==> src/hdl/abu_cfg.svh <==
// Constants of the address breakpoint unit: offsets, fields, resets.
// Assumes inclusion by bare name from the unit's design files.
`ifndef ABU_CFG_SVH
`define ABU_CFG_SVH
// Word indices on the register bus (byte address is four times these)
`define ABU_OFS_SCR 3'h0
`define ABU_OFS_ADH 3'h1
`define ABU_OFS_ADL 3'h2
`define ABU_OFS_AUX 3'h3
`define ABU_OFS_WES 3'h4
`define ABU_OFS_FCR 3'h5
`define ABU_OFS_IST 3'h6
`define ABU_OFS_IMK 3'h7
// Field positions
`define ABU_BIT_ENABLE 7
`define ABU_BIT_ACTIVE 6
`define ABU_BIT_WDOG 0
`define ABU_BIT_WAITX 1
`define ABU_BIT_CLRF 7
`define ABU_BIT_IRQ_BRK 0
`define ABU_BIT_IRQ_RTI 1
// Reset values
`define ABU_RST_BYTE 8'h00
`define ABU_RST_IRQ 2'h0
// Break vectors
`define ABU_VEC_NORMAL 16'hfffc
`define ABU_VEC_MONITOR 16'hfefc
`endif

==> src/hdl/abu_pkg.sv <==
// Types of the address breakpoint unit.
// Assumes nothing beyond a SystemVerilog compiler.
package abu_pkg;
	typedef enum logic [1:0] {
		ABU_IDLE,
		ABU_PEND,
		ABU_BREAK
	} abu_state_t;
endpackage

==> src/hdl/abu_break_unit.sv <==
// Address breakpoint unit: compare, break sequencing, register file.
// Assumes the CPU and integration logic run on clock and give
// one-cycle fetch, instruction-start and return strobes.
// Functional notes
// - With breaks enabled, a fetch address equal to the break address raises a breakpoint request.
// - A break loads the interrupt opcode and vectors to FFFC, or FEFC in monitor mode.
// - Writing one to the active bit breaks just before the next instruction.
// - A match on an opcode address breaks before that instruction runs.
// - A match on an operand address lets that instruction finish first.
// - The active bit is set by a match, cleared by writing zero, cleared by reset.
// - Bit 7 of the status/control register enables address-match breaks; zero or reset disables them.
// - The break address sits in high and low byte registers cleared by reset.
// - The timer counter is halted throughout a break.
// - The watchdog is disabled in a monitor-mode break when its disable bit is set.
// - Flags may be cleared during a break only when the clear-enable bit is one.
// - A status flag records that a break ended wait mode.
// - In wait and stop the unit stays enabled but no address match occurs.
// - A return from interrupt ends the break state.
// - Without a new break address, the same address never breaks again.
//
// The Avalon-MM slave port and the register addresses were left to the implementer.
`timescale 1ns/1ps
`default_nettype none
`include "abu_cfg.svh"
module abu_break_unit
	import abu_pkg::*;
#(
	parameter logic [7:0] SWI_OPCODE = 8'h00
)
(
	input wire logic clock,
	input wire logic rst,
	input wire logic [2:0] avs_address,
	input wire logic avs_read,
	input wire logic avs_write,
	input wire logic [31:0] avs_writedata,
	output logic [31:0] avs_readdata,
	output logic avs_waitrequest,
	input wire logic [15:0] cpu_addr,
	input wire logic cpu_fetch,
	input wire logic cpu_opcode,
	input wire logic cpu_instr_start,
	input wire logic return_from_interrupt,
	input wire logic cpu_wait,
	input wire logic cpu_stop,
	input wire logic monitor_mode,
	output logic breakpoint_request,
	output logic [7:0] software_interrupt_opcode,
	output logic [15:0] vector_addr,
	output logic break_state,
	output logic timer_halt,
	output logic watchdog_disable,
	output logic flag_clear_allow,
	output logic irq
);

	abu_state_t state;
	abu_state_t next_state;
	logic break_enable_bit;
	logic next_break_enable_bit;
	logic break_active_bit;
	logic next_break_active_bit;
	logic [7:0] break_address_high;
	logic [7:0] next_break_address_high;
	logic [7:0] break_address_low;
	logic [7:0] next_break_address_low;
	logic break_watchdog_disable_bit;
	logic next_break_watchdog_disable_bit;
	logic wait_exit_by_break_flag;
	logic next_wait_exit_by_break_flag;
	logic break_flag_clear_enable;
	logic next_break_flag_clear_enable;
	logic armed;
	logic next_armed;
	logic [1:0] irq_status;
	logic [1:0] next_irq_status;
	logic [1:0] irq_mask;
	logic [1:0] next_irq_mask;
	logic bus_ack;
	logic next_bus_ack;
	logic [31:0] next_readdata;
	logic next_breakpoint_request;
	logic [15:0] next_vector_addr;
	logic bus_req;
	logic wr_en;
	logic [7:0] wbyte;
	logic [7:0] rd_byte;
	logic hit;
	logic sw_set;
	logic addr_write;
	logic fire;

	// Bus slave: every access answers one cycle after it is presented
	assign bus_req = avs_read | avs_write;
	assign avs_waitrequest = bus_req & ~bus_ack;
	assign wr_en = avs_write & bus_ack;
	assign wbyte = avs_writedata[7:0];

	always_comb
	begin
		rd_byte = 8'h00;
		case (avs_address)
			`ABU_OFS_SCR:
			begin
				rd_byte[`ABU_BIT_ENABLE] = break_enable_bit;
				rd_byte[`ABU_BIT_ACTIVE] = break_active_bit;
			end
			`ABU_OFS_ADH: rd_byte = break_address_high;
			`ABU_OFS_ADL: rd_byte = break_address_low;
			`ABU_OFS_AUX:
				rd_byte[`ABU_BIT_WDOG] = break_watchdog_disable_bit;
			`ABU_OFS_WES:
				rd_byte[`ABU_BIT_WAITX] = wait_exit_by_break_flag;
			`ABU_OFS_FCR:
				rd_byte[`ABU_BIT_CLRF] = break_flag_clear_enable;
			`ABU_OFS_IST: rd_byte[1:0] = irq_status;
			`ABU_OFS_IMK: rd_byte[1:0] = irq_mask;
			default: rd_byte = 8'h00;
		endcase
	end

	always_comb
	begin
		next_bus_ack = bus_req & ~bus_ack;
		next_readdata = avs_readdata;
		if (avs_read && !bus_ack)
			next_readdata = {24'h000000, rd_byte};
	end

	always_ff @(posedge clock or posedge rst)
	begin
		if (rst)
		begin
			bus_ack <= 1'b0;
			avs_readdata <= 32'h00000000;
		end
		else
		begin
			bus_ack <= next_bus_ack;
			avs_readdata <= next_readdata;
		end
	end

	// Compare only fetch strobes, and none while wait or stop is high
	assign hit = break_enable_bit & cpu_fetch & armed &
		~cpu_wait & ~cpu_stop &
		(cpu_addr == {break_address_high, break_address_low}) &
		(state == ABU_IDLE);
	assign sw_set = wr_en & (avs_address == `ABU_OFS_SCR) &
		wbyte[`ABU_BIT_ACTIVE] & (state == ABU_IDLE);
	assign addr_write = wr_en & ((avs_address == `ABU_OFS_ADH) |
		(avs_address == `ABU_OFS_ADL));

	// Break sequencing
	always_comb
	begin
		next_state = state;
		fire = 1'b0;
		case (state)
			ABU_IDLE:
				if (hit && cpu_opcode)
				begin
					fire = 1'b1;
					next_state = ABU_BREAK;
				end
				else if (hit || sw_set)
					next_state = ABU_PEND;
			ABU_PEND:
				// A pending break also ends wait mode
				if (cpu_instr_start || cpu_wait)
				begin
					fire = 1'b1;
					next_state = ABU_BREAK;
				end
			ABU_BREAK:
				if (return_from_interrupt)
					next_state = ABU_IDLE;
			default: next_state = ABU_IDLE;
		endcase
		next_breakpoint_request = fire;
		next_vector_addr = vector_addr;
		if (fire)
			next_vector_addr = monitor_mode ? `ABU_VEC_MONITOR :
				`ABU_VEC_NORMAL;
	end

	always_ff @(posedge clock or posedge rst)
	begin
		if (rst)
		begin
			state <= ABU_IDLE;
			breakpoint_request <= 1'b0;
			vector_addr <= `ABU_VEC_NORMAL;
		end
		else
		begin
			state <= next_state;
			breakpoint_request <= next_breakpoint_request;
			vector_addr <= next_vector_addr;
		end
	end

	// Register file; hardware sets win over software clears
	always_comb
	begin
		next_break_enable_bit = break_enable_bit;
		next_break_active_bit = break_active_bit;
		next_break_address_high = break_address_high;
		next_break_address_low = break_address_low;
		next_break_watchdog_disable_bit = break_watchdog_disable_bit;
		next_wait_exit_by_break_flag = wait_exit_by_break_flag;
		next_break_flag_clear_enable = break_flag_clear_enable;
		next_irq_mask = irq_mask;
		next_irq_status = irq_status;
		next_armed = armed;
		if (wr_en)
		begin
			case (avs_address)
				`ABU_OFS_SCR:
				begin
					next_break_enable_bit = wbyte[`ABU_BIT_ENABLE];
					next_break_active_bit = wbyte[`ABU_BIT_ACTIVE];
				end
				`ABU_OFS_ADH: next_break_address_high = wbyte;
				`ABU_OFS_ADL: next_break_address_low = wbyte;
				`ABU_OFS_AUX:
					next_break_watchdog_disable_bit = wbyte[`ABU_BIT_WDOG];
				`ABU_OFS_WES:
					if (!wbyte[`ABU_BIT_WAITX])
						next_wait_exit_by_break_flag = 1'b0;
				`ABU_OFS_FCR:
					next_break_flag_clear_enable = wbyte[`ABU_BIT_CLRF];
				`ABU_OFS_IST: next_irq_status = irq_status & ~wbyte[1:0];
				`ABU_OFS_IMK: next_irq_mask = wbyte[1:0];
				default: next_irq_mask = irq_mask;
			endcase
		end
		// Rearm only when the address is rewritten, so a return onto the
		// same opcode does not trap again
		if (addr_write)
			next_armed = 1'b1;
		if (hit)
		begin
			next_break_active_bit = 1'b1;
			next_armed = 1'b0;
		end
		if (fire && cpu_wait)
			next_wait_exit_by_break_flag = 1'b1;
		if (fire)
			next_irq_status[`ABU_BIT_IRQ_BRK] = 1'b1;
		if (state == ABU_BREAK && return_from_interrupt)
			next_irq_status[`ABU_BIT_IRQ_RTI] = 1'b1;
	end

	always_ff @(posedge clock or posedge rst)
	begin
		if (rst)
		begin
			break_enable_bit <= 1'b0;
			break_active_bit <= 1'b0;
			break_address_high <= `ABU_RST_BYTE;
			break_address_low <= `ABU_RST_BYTE;
			break_watchdog_disable_bit <= 1'b0;
			wait_exit_by_break_flag <= 1'b0;
			break_flag_clear_enable <= 1'b0;
			irq_status <= `ABU_RST_IRQ;
			irq_mask <= `ABU_RST_IRQ;
			armed <= 1'b1;
		end
		else
		begin
			break_enable_bit <= next_break_enable_bit;
			break_active_bit <= next_break_active_bit;
			break_address_high <= next_break_address_high;
			break_address_low <= next_break_address_low;
			break_watchdog_disable_bit <= next_break_watchdog_disable_bit;
			wait_exit_by_break_flag <= next_wait_exit_by_break_flag;
			break_flag_clear_enable <= next_break_flag_clear_enable;
			irq_status <= next_irq_status;
			irq_mask <= next_irq_mask;
			armed <= next_armed;
		end
	end

	// Effects of the break state on the rest of the device
	assign software_interrupt_opcode = SWI_OPCODE;
	assign break_state = (state == ABU_BREAK);
	assign timer_halt = break_state;
	assign watchdog_disable = break_state & monitor_mode &
		break_watchdog_disable_bit;
	assign flag_clear_allow = ~break_state | break_flag_clear_enable;
	assign irq = |(irq_status & irq_mask);
endmodule
`default_nettype wire

==> config.mk <==
export PLATFORM = sky130hd
export DESIGN_NAME = abu_break_unit
export DESIGN_NICKNAME = d
export VERILOG_FILES = /design/src/hdl/abu_pkg.sv /design/src/hdl/abu_break_unit.sv
export VERILOG_INCLUDE_DIRS = /design/src /design/src/hdl
export SDC_FILE = /design/constraint.sdc
export NUM_CORES = 1
export LEC_CHECK = 0
export BUFFER_PORTS_ARGS = -buffer_cell sky130_fd_sc_hd__buf_2
export CORE_MARGIN = 1
export CORE_UTILIZATION = 30
export DETAILED_ROUTE_END_ITERATION = 16
export PLACE_DENSITY = 0.63
export SLEW_MARGIN = 30
export SYNTH_ARGS = -nofsm -noshare
export SYNTH_HDL_FRONTEND = slang
export SYNTH_SLANG_ARGS = --single-unit
==> constraint.sdc <==
create_clock -name clock -period 1.65 [get_ports clock]
set_input_delay 0.0825 -clock clock [delete_from_list [all_inputs] [get_ports clock]]
set_output_delay 0.0825 -clock clock [all_outputs]
set_load 0.1 [all_outputs]
==> reports/metrics.csv <==
stage,metric,value,unit
critical_path,end_kind,output port,
timing,fin_worst_skew,9.02,ps
clock_tree,htreeDepth,2,
timing,min_period,1590,ps
synth,synth_largest_area_cell,dfrtp_1,
synth,synthFlopType,dfrtp_1,
timing,final_max_slew_viol_count,0,
die,fp.dieH,90.6,um
synth,synth_edf_count,0,
routing,routed_wl,4980,um
timing,hold_viol,0,
min_path,holdCritPathClass,primary input to register,
clock_tree,clock_sinks,39,
die,core_area,0.00741,mm^2
synth,synth.top_cell.area_share,39.4,%
routing,vias_per_cell,4.28,
critical_path,path_class,register to output port,
routing,detail_route.first_pass.iterations,4,
routing,drt_iter0_markers,100,
placement,port_buffers,53,
die,die-area,0.00820,mm^2
clock_tree,cts_made_buffers,5,
final_layout,fin_nets,354,
synth,async_reset_ff_share,100,%
synth,synth_seq_cells,39,
placement,dp_hpwl,3870,um
grt,overflow,0,
grt,grt_pass1_wl,8100,um
timing,rsz0062_at_grt,no,
critical_path,crit_fanout,6,
power,ir_drop,547,uV
die,dieWidth,90.6,um
synth,synthCells,229,
grt,grt_pass1_vias,1581,
timing,whs,33.3,ps
power,power.density,1550,mW/mm^2
final_layout,drive_gt1_share,36.5,%
synth,ys_seq_area_share,41.6,%
synth,synthTopCellsByArea,"dfrtp_1 39%, buf_4 15%, mux2_2 10%",
die,rows,31,
synth,ys_types,39,
clock_tree,cts_tree,built,
clock_tree,clk_pin_slew,80,ps
critical_path,required,1570,ps
critical_path,cp.arrival,1510,ps
flow_run,cap_violations,0,
status,status,completed,
timing,final.period_utilization,96.6,%
timing,max_freq,628,MHz
timing,setup_viol,0,
clock_tree,cts_buffer_depth,2,
final_layout,n_fill_cell,768,
routing,drc_errors,0,
synth,avgSynthCellArea,10.3,um^2
synth,syn_area,0.00235,mm^2
final_layout,regArea,978,um^2
clock_tree,clk_latency,290,ps
synth,ys_warn_count,0,
placement,place.gp.congestion,0.758,
final_layout,area_growth_syn_to_layout,18.3,%
routing,wire_per_inst,12.7,um
die,io_pins,125,
power,p_leak,1.34,nW
synth,synthTopCellsByCount,"48 x buf_4, 37 x dfrtp_1, 21 x mux2_2, 18 x nand2_1, 16 x xnor2_1",
grt,grt_start_max_net_pins,40,
die,start_util,31.8,%
routing,dr_total_vias,1676,
synth,synth_most_common_cell,buf_4,
grt,grt_use_total,12.7,%
final_layout,diodes,0,
critical_path,critPathLaunchType,register,
final_layout,multi_input_area,0.00117,mm^2
clock_tree,cts_root_buf,clkbuf_8,
grt,antenna_found_initial,0,
routing,drtAntennaViolNets,0,
final_layout,final_util,37.6,%
[final timing paths]
kind                                       start  cells past startpoint              endpoint  slack [ps]
hold reg to reg                  avs_readdata[6]                      2       avs_readdata[6]         470
min in group asynchronous                    rst                      4       avs_readdata[4]         440
setup / recovery                        state[1]                      3      flag_clear_allow          60
max in group asynchronous                    rst                      4        vector_addr[8]         840
hold / removal                  avs_writedata[2]                      2  break_address_low[2]          30
setup reg to reg           break_address_high[1]                      6              state[0]          80
[logic make-up after synthesis]
family          after synthesis  share of synthesized area, %
other cells                   2                         0.319
xor+xnor                     16                          5.96
flops                        39                          41.6
buf+inv                      59                          17.6
compound gates               31                          9.20
mux                          26                          12.2
simple gates                 56                          13.2
[metrics by stage]
| stage | TNS (ps) | area (um^2) | total power (W) | std cells | setup slack (ps) |
|---|---|---|---|---|---|
| final | 0 | 2780 | 0.00432 | 392 | 56.7 |
| after global routing | 0 | 2780 | 0.00454 | 392 | 0.237 |
| after CTS | 0 | 2750 | 0.00432 | 391 | 50.0 |
| after detailed placement | 0 | 2600 | 0.00349 | 380 | 77.5 |
| after global placement | 0 | 2600 | 0.00346 | 380 | 95.8 |
| after floorplan | -41.4 | 2530 | 0.00325 | 274 | -41.4 |
[sequential cells by signal, summed over array words and instances, names as in the netlist]
| signal | flops |
|---|---|
| avs_readdata | 8 |
| break_address_high | 8 |
| break_address_low | 8 |
| irq_mask | 2 |
| irq_status | 2 |
| state | 2 |
| armed | 1 |
| break_active_bit | 1 |
| break_enable_bit | 1 |
| break_flag_clear_enable | 1 |
| break_watchdog_disable_bit | 1 |
| breakpoint_request | 1 |
| bus_ack | 1 |
| vector_addr | 1 |
| wait_exit_by_break_flag | 1 |
[routing by layer]
| layer | GRT usage (%) | vias to the layer above | share of wire, % |
|---|---|---|---|
| li1 | - | 813 | - |
| met1 | 17.6 | 784 | 47 |
| met2 | 19.5 | 71 | 47 |
| met3 | 2.95 | 8 | 4.6 |
| met4 | 4.03 | 0 | 1.0 |
| met5 | 0 | - | 0 |
[report_power, final]
part | switching, W | internal [W]
Clock | 0.000334 | 0.000489
Sequential | 0.000215 | 0.00123
Combinational | 0.00157 | 0.000489
Total | 0.00211 | 0.00221
[worst max-delay path, cell delays in order (launching register included)]
cell,delay [ps]
dfrtp_1,380
inv_1,140
or3_1,390
buf_2,300
[placed cells by master, fill, tap and decap left out, types with 2 or more instances in the layout]
cell	count
mux2i_1	5
nor2_1	11
dfstp_2	2
buf_4	8
nand4_1	5
nand2_1	18
clkbuf_8	6
conb_1	47
nand3_1	4
o31ai_1	2
dlygate4sd3_1	3
o211ai_1	2
a22oi_1	5
nand2b_1	2
xnor2_1	14
xnor2_2	2
buf_2	52
inv_1	6
mux2_2	21
a21oi_1	3
nor2_2	2
o21ai_0	12
a22o_1	2
dfrtp_1	37
nor3_4	2
[area by class of cell]
cell class	instances	area share, %
flip-flops and latches	39	35.2
clock buffers	6	2.97
clock inverters	2	1.26
repair buffers	64	13.3
inverters	6	0.809
multi-input cells	176	42.0
well taps	99	4.45
[timing repair]
item / in CTS / in global routing
hold endpoints to repair: 39 / 0
hold buffers: 3 / 0
setup endpoints to repair: 0 / 3
setup buffers: 0 / 1
gates resized for setup: 0 / 4
(Power assumes the default switching activity.)
